==> config.mk <==
export PLATFORM = sky130hd
export DESIGN_NAME = cmpcu_top
export DESIGN_NICKNAME = d
export VERILOG_FILES = /design/src/logic/cmpcu_pkg.sv /design/src/logic/cmpcu_sync_edge.sv /design/src/logic/cmpcu_top.sv
export SDC_FILE = /design/constraint.sdc
export NUM_CORES = 1
export LEC_CHECK = 0
export BUFFER_PORTS_ARGS = -buffer_cell sky130_fd_sc_hd__buf_2
export CELL_PAD_IN_SITES_DETAIL_PLACEMENT = 0
export CELL_PAD_IN_SITES_GLOBAL_PLACEMENT = 2
export CORE_ASPECT_RATIO = 0.75
export CORE_MARGIN = 4
export CORE_UTILIZATION = 29
export CTS_BUF_LIST = sky130_fd_sc_hd__clkbuf_4 sky130_fd_sc_hd__clkbuf_8
export CTS_CLUSTER_SIZE = 12
export DETAILED_ROUTE_END_ITERATION = 8
export HOLD_SLACK_MARGIN = 0.03
export PLACE_DENSITY = 0.95
export SETUP_SLACK_MARGIN = 0.4
export SYNTH_ARGS = -nofsm -noshare
export SYNTH_HDL_FRONTEND = slang
export SYNTH_HIERARCHICAL = 1
export SYNTH_SLANG_ARGS = --single-unit
==> constraint.sdc <==
create_clock -name CLOCK_I -period 3.7 [get_ports CLOCK_I]
set_clock_uncertainty 0.15 [all_clocks]
set_input_delay 0.37 -clock CLOCK_I [delete_from_list [all_inputs] [get_ports CLOCK_I]]
set_output_delay 0.37 -clock CLOCK_I [all_outputs]
set_load 0.005 [all_outputs]
==> src/logic/cmpcu_pkg.sv <==
// constants and rule overview for the comparator control unit
// Overview of operation
// - power-off bit set removes comparator power
// - bandgap select picks bandgap reference, else positive pin
// - raw output synchronised into read-only bit, 1-2 cycle latency
// - flag sets on the event chosen by mode field
// - flag clears on vector acknowledge or writing one
// - request only while flag, enable and global enable all set
// - capture routing set sends output to timer capture front end
// - capture routing clear leaves no path to capture logic
// - mode 00 toggle, 01 reserved, 10 falling, 11 rising
// - hysteresis enable on; level picks 20 mV or 50 mV
// - reserved control b bits 5,3,1,0 read zero
// - output enable drives comparator output onto its pin
// - negative input is mux only if mux select and converter off
// - negative pin buffer disable forces its read bit zero
// - positive pin buffer disable forces its read bit zero
// - output high when positive input exceeds negative input
package cmpcu_pkg;
    // ----------------------------------------
    // register map
    // ----------------------------------------
    localparam logic [7:0] CMPCU_OFS_CTRL_A = 8'h00;
    localparam logic [7:0] CMPCU_OFS_CTRL_B = 8'h04;
    localparam logic [7:0] CMPCU_OFS_IBD = 8'h08;
    localparam logic [7:0] CMPCU_OFS_IRQ_STATUS = 8'h0C;
    localparam logic [7:0] CMPCU_OFS_IRQ_MASK = 8'h10;
    // ----------------------------------------
    // control a fields
    // ----------------------------------------
    localparam int CMPCU_A_POWER_OFF = 7;
    localparam int CMPCU_A_BANDGAP = 6;
    localparam int CMPCU_A_SYNCED_OUT = 5;
    localparam int CMPCU_A_FLAG = 4;
    localparam int CMPCU_A_IRQ_EN = 3;
    localparam int CMPCU_A_CAPTURE = 2;
    localparam int CMPCU_A_MODE_HI = 1;
    localparam int CMPCU_A_MODE_LO = 0;
    // ----------------------------------------
    // control b fields
    // ----------------------------------------
    localparam int CMPCU_B_HYST_EN = 7;
    localparam int CMPCU_B_HYST_LEVEL = 6;
    localparam int CMPCU_B_PIN_OE = 4;
    localparam int CMPCU_B_MUX_NEG = 2;
    localparam logic [7:0] CMPCU_B_WRITABLE = 8'hD4;
    // ----------------------------------------
    // input buffer disable fields
    // ----------------------------------------
    localparam int CMPCU_IBD_NEG = 4;
    localparam int CMPCU_IBD_POS = 3;
    // ----------------------------------------
    // interrupt status fields
    // ----------------------------------------
    localparam int CMPCU_ST_EVENT = 0;
    localparam int CMPCU_ST_RISE = 1;
    localparam int CMPCU_ST_FALL = 2;
    localparam logic [2:0] CMPCU_ST_ZERO = 3'h0;
    // ----------------------------------------
    // reset values
    // ----------------------------------------
    localparam logic [7:0] CMPCU_RST_BYTE = 8'h00;
    localparam logic [31:0] CMPCU_RST_WORD = 32'h00000000;
    // ----------------------------------------
    // interrupt modes
    // ----------------------------------------
    typedef enum logic [1:0] {
        CMPCU_MODE_TOGGLE = 2'h0,
        CMPCU_MODE_RSVD = 2'h1,
        CMPCU_MODE_FALL = 2'h2,
        CMPCU_MODE_RISE = 2'h3
    } cmpcu_mode_t;
endpackage

==> src/logic/cmpcu_sync_edge.sv <==
// two-stage synchroniser with edge detection for the comparator output
`timescale 1ns/1ns
`default_nettype none
module cmpcu_sync_edge
    import cmpcu_pkg::*;
(
    input wire logic clk_i,
    input wire logic rst_i,
    input wire logic raw_i,
    output logic synced_o,
    output logic rise_o,
    output logic fall_o
);
    logic stage1;
    logic stage2;
    logic prev;
    // ----------------------------------------
    // synchroniser and history
    // ----------------------------------------
    always_ff @(posedge clk_i) begin
        if (rst_i) begin
            stage1 <= 1'b0;
            stage2 <= 1'b0;
            prev <= 1'b0;
        end else begin
            stage1 <= raw_i;
            stage2 <= stage1;
            prev <= stage2;
        end
    end
    assign synced_o = stage2;
    assign rise_o = stage2 & ~prev;
    assign fall_o = ~stage2 & prev;
endmodule
`default_nettype wire

==> src/logic/cmpcu_top.sv <==
// comparator control unit with wishbone register slave
//
// Decided for this implementation: the register addresses and the Wishbone slave port.
`timescale 1ns/1ns
`default_nettype none
module cmpcu_top
    import cmpcu_pkg::*;
(
    input wire logic CLOCK_I,
    input wire logic RST_I,
    input wire logic CYC_I,
    input wire logic STB_I,
    input wire logic WE_I,
    input wire logic [7:0] ADR_I,
    input wire logic [3:0] SEL_I,
    input wire logic [31:0] DAT_I,
    output logic [31:0] DAT_O,
    output logic ACK_O,
    input wire logic CMP_RAW_I,
    input wire logic GLOBAL_IRQ_ENABLE_I,
    input wire logic IRQ_VECTOR_ACK_I,
    input wire logic CONVERTER_ENABLE_I,
    input wire logic POS_PIN_DIN_I,
    input wire logic NEG_PIN_DIN_I,
    output logic CMP_POWER_OFF_O,
    output logic POS_SEL_BANDGAP_O,
    output logic NEG_SEL_MUX_O,
    output logic HYST_ENABLE_O,
    output logic HYST_LEVEL_50MV_O,
    output logic CAPTURE_INPUT_O,
    output logic CMP_PIN_O,
    output logic CMP_PIN_OE_O,
    output logic [7:0] BUFFER_DISABLE_O,
    output logic POS_PIN_READ_O,
    output logic NEG_PIN_READ_O,
    output logic CMP_IRQ_REQ_O,
    output logic INT_O
);
    // ----------------------------------------
    // functions
    // ----------------------------------------
    function automatic logic mode_event(input logic [1:0] mode, input logic rise,
            input logic fall);
        logic hit;
        hit = 1'b0;
        case (cmpcu_mode_t'(mode))
            CMPCU_MODE_TOGGLE: hit = rise | fall;
            CMPCU_MODE_FALL: hit = fall;
            CMPCU_MODE_RISE: hit = rise;
            default: hit = 1'b0;
        endcase
        return hit;
    endfunction

    function automatic logic [7:0] merge_byte(input logic [7:0] old, input logic [7:0] wdat,
            input logic [7:0] wmask);
        return (old & ~wmask) | (wdat & wmask);
    endfunction

    // ----------------------------------------
    // state
    // ----------------------------------------
    logic power_off;
    logic bandgap_select;
    logic compare_event_flag;
    logic compare_irq_enable;
    logic capture_routing_enable;
    logic [1:0] compare_irq_mode;
    logic hysteresis_enable;
    logic hysteresis_level;
    logic compare_pin_output_enable;
    logic mux_negative_select;
    logic [7:0] input_buffer_disable;
    logic [2:0] irq_status;
    logic [2:0] irq_mask;
    logic synced_compare_output;
    logic cmp_rise;
    logic cmp_fall;

    // ----------------------------------------
    // comparator output synchroniser
    // ----------------------------------------
    logic gated_raw;
    assign gated_raw = CMP_RAW_I & ~power_off;

    cmpcu_sync_edge u_sync (
        .clk_i(CLOCK_I),
        .rst_i(RST_I),
        .raw_i(gated_raw),
        .synced_o(synced_compare_output),
        .rise_o(cmp_rise),
        .fall_o(cmp_fall)
    );

    // ----------------------------------------
    // bus decode
    // ----------------------------------------
    wire bus_req = CYC_I & STB_I & ~ACK_O;
    wire bus_wr = bus_req & WE_I & SEL_I[0];
    wire hit_a = (ADR_I == CMPCU_OFS_CTRL_A);
    wire hit_b = (ADR_I == CMPCU_OFS_CTRL_B);
    wire hit_ibd = (ADR_I == CMPCU_OFS_IBD);
    wire hit_st = (ADR_I == CMPCU_OFS_IRQ_STATUS);
    wire hit_mask = (ADR_I == CMPCU_OFS_IRQ_MASK);
    wire wr_a = bus_wr & hit_a;
    wire wr_b = bus_wr & hit_b;
    wire wr_ibd = bus_wr & hit_ibd;
    wire wr_st = bus_wr & hit_st;
    wire wr_mask = bus_wr & hit_mask;
    wire [7:0] wbyte = DAT_I[7:0];

    // ----------------------------------------
    // read views
    // ----------------------------------------
    wire [7:0] view_a = {power_off, bandgap_select, synced_compare_output,
        compare_event_flag, compare_irq_enable, capture_routing_enable,
        compare_irq_mode};
    wire [7:0] view_b = {hysteresis_enable, hysteresis_level, 1'b0,
        compare_pin_output_enable, 1'b0, mux_negative_select, 2'h0};
    wire [7:0] view_st = {5'h00, irq_status};
    wire [7:0] view_mask = {5'h00, irq_mask};

    logic [7:0] read_byte;
    always_comb begin
        if (hit_a) begin
            read_byte = view_a;
        end else if (hit_b) begin
            read_byte = view_b;
        end else if (hit_ibd) begin
            read_byte = input_buffer_disable;
        end else if (hit_st) begin
            read_byte = view_st;
        end else if (hit_mask) begin
            read_byte = view_mask;
        end else begin
            read_byte = CMPCU_RST_BYTE;
        end
    end

    // ----------------------------------------
    // event and flag logic
    // ----------------------------------------
    wire cmp_event = mode_event(compare_irq_mode, cmp_rise, cmp_fall);
    wire flag_clear = (wr_a & wbyte[CMPCU_A_FLAG]) | IRQ_VECTOR_ACK_I;
    wire next_flag = cmp_event | (compare_event_flag & ~flag_clear);
    wire [2:0] st_events = {cmp_fall, cmp_rise, cmp_event};
    wire [2:0] st_clear = wr_st ? wbyte[2:0] : CMPCU_ST_ZERO;
    wire [2:0] next_irq_status = st_events | (irq_status & ~st_clear);
    wire [7:0] a_mask = 8'hCF;
    wire [7:0] next_a = merge_byte(view_a, wbyte, a_mask);
    wire [7:0] next_b = merge_byte(view_b, wbyte, CMPCU_B_WRITABLE);

    // ----------------------------------------
    // output decode
    // ----------------------------------------
    wire next_irq_req = next_flag & compare_irq_enable & GLOBAL_IRQ_ENABLE_I;
    wire next_capture = capture_routing_enable & synced_compare_output;
    wire next_neg_mux = mux_negative_select & ~CONVERTER_ENABLE_I;
    wire next_hyst_level = hysteresis_enable & hysteresis_level;
    wire next_pos_read = POS_PIN_DIN_I & ~input_buffer_disable[CMPCU_IBD_POS];
    wire next_neg_read = NEG_PIN_DIN_I & ~input_buffer_disable[CMPCU_IBD_NEG];
    wire next_int = |(next_irq_status & irq_mask);

    // ----------------------------------------
    // control a
    // ----------------------------------------
    always_ff @(posedge CLOCK_I) begin
        if (RST_I) begin
            power_off <= 1'b0;
            bandgap_select <= 1'b0;
            compare_irq_enable <= 1'b0;
            capture_routing_enable <= 1'b0;
            compare_irq_mode <= 2'h0;
        end else if (wr_a) begin
            power_off <= next_a[CMPCU_A_POWER_OFF];
            bandgap_select <= next_a[CMPCU_A_BANDGAP];
            compare_irq_enable <= next_a[CMPCU_A_IRQ_EN];
            capture_routing_enable <= next_a[CMPCU_A_CAPTURE];
            compare_irq_mode <= next_a[CMPCU_A_MODE_HI:CMPCU_A_MODE_LO];
        end
    end

    always_ff @(posedge CLOCK_I) begin
        if (RST_I) begin
            compare_event_flag <= 1'b0;
            irq_status <= CMPCU_ST_ZERO;
        end else begin
            compare_event_flag <= next_flag;
            irq_status <= next_irq_status;
        end
    end

    // ----------------------------------------
    // control b, buffer disable, mask
    // ----------------------------------------
    always_ff @(posedge CLOCK_I) begin
        if (RST_I) begin
            hysteresis_enable <= 1'b0;
            hysteresis_level <= 1'b0;
            compare_pin_output_enable <= 1'b0;
            mux_negative_select <= 1'b0;
        end else if (wr_b) begin
            hysteresis_enable <= next_b[CMPCU_B_HYST_EN];
            hysteresis_level <= next_b[CMPCU_B_HYST_LEVEL];
            compare_pin_output_enable <= next_b[CMPCU_B_PIN_OE];
            mux_negative_select <= next_b[CMPCU_B_MUX_NEG];
        end
    end

    always_ff @(posedge CLOCK_I) begin
        if (RST_I) begin
            input_buffer_disable <= CMPCU_RST_BYTE;
        end else if (wr_ibd) begin
            input_buffer_disable <= wbyte;
        end
    end

    always_ff @(posedge CLOCK_I) begin
        if (RST_I) begin
            irq_mask <= CMPCU_ST_ZERO;
        end else if (wr_mask) begin
            irq_mask <= wbyte[2:0];
        end
    end

    // ----------------------------------------
    // bus answer
    // ----------------------------------------
    always_ff @(posedge CLOCK_I) begin
        if (RST_I) begin
            ACK_O <= 1'b0;
            DAT_O <= CMPCU_RST_WORD;
        end else begin
            ACK_O <= bus_req;
            DAT_O <= {24'h000000, read_byte};
        end
    end

    // ----------------------------------------
    // registered outputs
    // ----------------------------------------
    always_ff @(posedge CLOCK_I) begin
        if (RST_I) begin
            CMP_POWER_OFF_O <= 1'b0;
            POS_SEL_BANDGAP_O <= 1'b0;
            NEG_SEL_MUX_O <= 1'b0;
            HYST_ENABLE_O <= 1'b0;
            HYST_LEVEL_50MV_O <= 1'b0;
            CAPTURE_INPUT_O <= 1'b0;
            CMP_PIN_O <= 1'b0;
            CMP_PIN_OE_O <= 1'b0;
            BUFFER_DISABLE_O <= CMPCU_RST_BYTE;
            POS_PIN_READ_O <= 1'b0;
            NEG_PIN_READ_O <= 1'b0;
            CMP_IRQ_REQ_O <= 1'b0;
            INT_O <= 1'b0;
        end else begin
            CMP_POWER_OFF_O <= power_off;
            POS_SEL_BANDGAP_O <= bandgap_select;
            NEG_SEL_MUX_O <= next_neg_mux;
            HYST_ENABLE_O <= hysteresis_enable;
            HYST_LEVEL_50MV_O <= next_hyst_level;
            CAPTURE_INPUT_O <= next_capture;
            CMP_PIN_O <= synced_compare_output & compare_pin_output_enable;
            CMP_PIN_OE_O <= compare_pin_output_enable;
            BUFFER_DISABLE_O <= input_buffer_disable;
            POS_PIN_READ_O <= next_pos_read;
            NEG_PIN_READ_O <= next_neg_read;
            CMP_IRQ_REQ_O <= next_irq_req;
            INT_O <= next_int;
        end
    end
endmodule
`default_nettype wire

After elaboration in Yosys (flattened, before gate mapping). Index checks and enable logic that the tools add are counted.

Add/subtract/negate cells: 0. Multiply operators: 0. Divide/modulo/power cells: 0. Magnitude comparators: 0. Eq/ne operators: 6. Shifts and indexed selects: 0. Muxes and demuxes: 7. Bitwise logic cells: 38. Reductions and logical operators: 3.

Operator list (count): $mux W8 (3); $and A1 B1 Y1 (22); $eq A8 B4 Y1 const B (2); $mux W3 (3); $eq A8 B3 Y1 const B (1); $eq A8 B5 Y1 const B (1); $logic_not A8 Y1 (1); $not A1 Y1 (8); $or A6 B8 Y8 (1); $and A3 B3 Y3 (2); $eq A2 B2 Y1 const B (2); $not A3 Y3 (1); $or A1 B1 Y1 (3); $or A3 B3 Y3 (1); $pmux W1 S3 (1); $reduce_or A3 Y1 (1); $logic_not A2 Y1 (1).

Register bits: 81. Bits in latches: 0. Memory bits (writable): 0. Bits in read-only memories: 0. Input port bits: 55. Output and inout port bits: 53. Logic and storage cells: 86. Memories: 0.

Depth between registers and ports, before layout.
Word-level depth: 12. Mapped depth: 6. Mapped depth without buffers: 5.

By module. The synthesis kept the hierarchy.

By module, submodules not included: cmpcu_top (times used 1, cells each 268, area each 2382.3 um^2, seq. area each 1081.0 um^2); cmpcu_sync_edge (times used 1, cells each 8, area each 91.3 um^2, seq. area each 60.1 um^2).

Worst setup path after synthesis. No wires, ideal clock.

Path kind: input to register. From: input port ADR_I[7]. To: register INT_O. Library setup time: 0.127 ns. Arrival time: 2.049 ns. Data required time: 3.423 ns. Slack: 1.373 ns. Stages: 5. Buffers on the path: 1. Cells stage by stage: or4_1 -> buf_2 -> or4_4 -> o211ai_2 -> or3b_1.

Longest elaborated chain between the ends: 8.

RTL lines: start, declared (line cmpcu_top.sv:14) `input wire logic [7:0] ADR_I,`; $eq A8 B4 Y1 (line cmpcu_top.sv:103) `wire hit_st = (ADR_I == CMPCU_OFS_IRQ_STATUS);`; $and A1 B1 Y1 (line cmpcu_top.sv:108) `wire wr_st = bus_wr & hit_st;`; $mux W3 (line cmpcu_top.sv:147) `wire [2:0] st_clear = wr_st ? wbyte[2:0] : CMPCU_ST_ZERO;`; $not A3 Y3 (line cmpcu_top.sv:148) `wire [2:0] next_irq_status = st_events | (irq_status & ~st_clear);`; $and A3 B3 Y3 (line cmpcu_top.sv:148); $or A3 B3 Y3 (line cmpcu_top.sv:148); $and A3 B3 Y3 (line cmpcu_top.sv:162) `wire next_int = |(next_irq_status & irq_mask);`; $reduce_or A3 Y1 (line cmpcu_top.sv:162); end signal, assigned (line cmpcu_top.sv:270) `INT_O <= next_int;`; end, declared (line cmpcu_top.sv:37) `output logic INT_O`.

Every way passes these cells. A chain may end at the register's enable or synchronous reset.

Worst setup path in the final report.
From: input port ADR_I[7]. To: register hysteresis_level.

Longest elaborated chain between the ends: 2.

RTL lines: $eq A8 B3 Y1 (line cmpcu_top.sv:101) `wire hit_b = (ADR_I == CMPCU_OFS_CTRL_B);`; $and A1 B1 Y1 (line cmpcu_top.sv:106) `wire wr_b = bus_wr & hit_b;`; end signal, assigned (line cmpcu_top.sv:204) `hysteresis_level <= next_b[CMPCU_B_HYST_LEVEL];`; end, declared (line cmpcu_top.sv:70) `logic hysteresis_level;`.

Every way passes these cells.

==> results.yml <==
synthesis:
  netlist_area_um2: 2470
  yosysWarnings: 6
  async_flop_share_pct: 0
  synth_edf_count: 0
  yosysUniqueCellTypes: 42
  synth_seq_cells: 57
  synthCells: 276
  yosysSeqAreaShare_pct: 46.1
  synthFlopType: "dfxtp_1"
  avgSynthCellArea_um2: 8.96
outcome:
  status: "completed"
clocking:
  post_cts_buffers: 0
  clock_latency_ns: 0.33
  cts_sinks: 57
  clk_pin_slew_ns: 0.06
  cts_resized: 0
  numCtsBuffers: 9
  clockBufferDepth: 2
  root_buffer: "clkbuf_8"
  htree_levels: 3
  cts_tree: "built"
  ctsHoldBuffers: 0
worst_hold_path:
  min_from: "CONVERTER_ENABLE_I"
  worst_hold_path.endpoint: "NEG_SEL_MUX_O$_SDFF_PP0_"
  min_path_cells: 2
  min_path_type: "in -> reg"
die:
  die-area_um2: 10100
  die_x_um: 115
  die_h_um: 88.0
  core_um2: 8090
  initial_core_util_pct: 30.6
  rows: 28
  num_io_pins: 108
global_routing:
  grt_use_total_pct: 12.7
  grt_pass1_wl_um: 9800
  grt_max_degree: 31
  grt_pass1_vias: 1908
  antenna_found_initial: 0
  overflow: 0
sta:
  relSlewSlack_pct: 33.9
  rsz0062_at_grt: "no"
  hold_viol_final: 0
  setup_viol: 0
  finalCritPeriodShare_pct: 61.5
  fmax_mhz: 439
  tightest_slew_ns: 0.983
  tns_ns: 0
  drv_slew: 0
  fin_ws_ns: 1.42
  period_needed_ns: 2.28
drt:
  routed_wl_um: 6320
  first_pass_iters: 4
  avgViaCountPerCell: 4.74
  wl_per_cell_um: 14.5
  drt_iter0_markers: 209
  num_vias: 2072
  ant_nets: 0
  drc: 0
worst_setup_path:
  path_cells: "buf_2 > or4_1 > nor4_4 > nand4b_1 > a21oi_1"
  r2r-start: "ACK_O$_SDFF_PP0_"
  slowest_stage: "nor4_4"
  cp-start-kind: "input pin"
  timing.reg2reg.setup_slack_ns: 1.66
  ff2ff_path_depth: 4
  arrival_ns: 2.39
  slowest_delay_ns: 0.90
  worstSetupPathType: "in -> reg"
  cp_max_fo: 18
  rr_endpoint: "hysteresis_level$_SDFFE_PP0P_"
  cp.required_ns: 3.81
  crit_path_end_kind: "flip-flop"
power_and_ir_drop:
  ir_drop_mv: 0.201
  power.density_nw_per_um2: 413
  p_leak_nw: 1.22
layout:
  n_antenna_cell: 0
  mostFrequentLayoutCells: "dfxtp_1, buf_2, a21oi_1, conb_1, nor2b_1"
  layout_commonest_cell: "dfxtp_1"
  drive_above_1_share_pct: 24.1
  fin_cells: 437
  area_growth_pct: 17.7
  fin_nets: 384
flow_run:
  cap_violations: 0
place:
  dp.cells: 423
  place_ws_ns: 1.07
  place_congestion: 0.832
  portBuffers: 56
  dp_hpwl_um: 4540
critical path: cells and delay by family:
kind | cells | cell delay, ns
buffers and inverters | 1 | 0.10
AND/OR/NAND/NOR | 3 | 1.74
AO/OA/AOI/OAI | 1 | 0.18
report_power, final:
group | internal [mW] | switching [mW] | leakage, nW | total, mW
registers | 0.619 | 0.00298 | 0.461 | 0.622
clock network | 0.269 | 0.233 | 0.0871 | 0.502
logic | 0.0256 | 0.0540 | 0.677 | 0.0795
per-layer routing:
metal	up-vias	track usage [%]	wire, um
met5	-	0	0
met4	0	3.78	41
met3	6	4.90	615
li1	1027	-	-
met2	97	17.2	2630
met1	942	18.4	3030
how the worst max path moves through the flow:
stage | start | to | slack [ns] | depth (start not counted)
floorplan | ADR_I[7] | INT_O$_SDFF_PP0_ | 1.37 | 5
global placement | ADR_I[7] | compare_pin_output_enable$_SDFFE_PP0P_ | 1.13 | 5
detailed placement | ADR_I[7] | hysteresis_enable$_SDFFE_PP0P_ | 1.07 | 5
CTS | ADR_I[7] | capture_routing_enable$_SDFFE_PP0N_ | 1.44 | 5
global route | ADR_I[7] | compare_irq_mode[0]$_SDFFE_PP0N_ | 1.23 | 5
finish | ADR_I[7] | hysteresis_level$_SDFFE_PP0P_ | 1.42 | 5
area by class of cell:
type	instances	area, um2
clock inverters	3	17.5
flip-flops and latches	57	1140
inverters	5	18.8
repair buffers	57	288
multi-input cells	199	1160
well taps	105	131
fillers	840	5180
clock buffers	11	151
cells in the mapped netlist (all sizes together) (2+ instances only):
cell type	instances	share of area, %
nand2b	4	1.0
nor3	5	1.0
or4	4	1.5
mux2i	9	3.6
a21oi	30	6.1
nor2	8	1.2
o21ai	20	4.0
nor2b	23	5.8
or2	2	0.51
o211ai	2	0.81
and4	2	0.71
and2	3	0.76
inv	5	0.76
nand4b	4	1.4
nor3b	4	1.2
and3b	3	1.1
clkbuf	7	1.1
dfxtp	57	46
o32ai	2	0.71
nand4	2	0.51
nor4	5	1.9
nand3	18	3.6
nand2	14	2.1
buf	31	8.5
per-stage QoR:
step                      hold WS (ns)  power, mW  area (um2)  utilization (%)
final                           0.0504       1.20        2910             36.0
after global routing            0.0330       1.25        2910             36.0
after CTS                       0.0302       1.22        2910             36.0
after detailed placement         0.290      0.713        2740             33.9
after global placement           0.276      0.713        2740             33.9
after floorplan                  0.264      0.698        2560                -
logic make-up after synthesis:
family / Yosys count / synth area share (%)
AND/OR/NAND/NOR: 105 / 25.6
AO/OA/AOI/OAI: 60 / 13.7
flip-flops: 57 / 46.1
buffers and inverters: 43 / 10.3
multiplexers: 10 / 4.10
other: 1 / 0.152
flip-flops by register name, summed over array words and instances (netlist names), 2 cells and up:
name,count
BUFFER_DISABLE_O,8
DAT_O,8
input_buffer_disable,8
irq_mask,3
irq_status,3
compare_irq_mode,2
(Power assumes the default switching activity.)
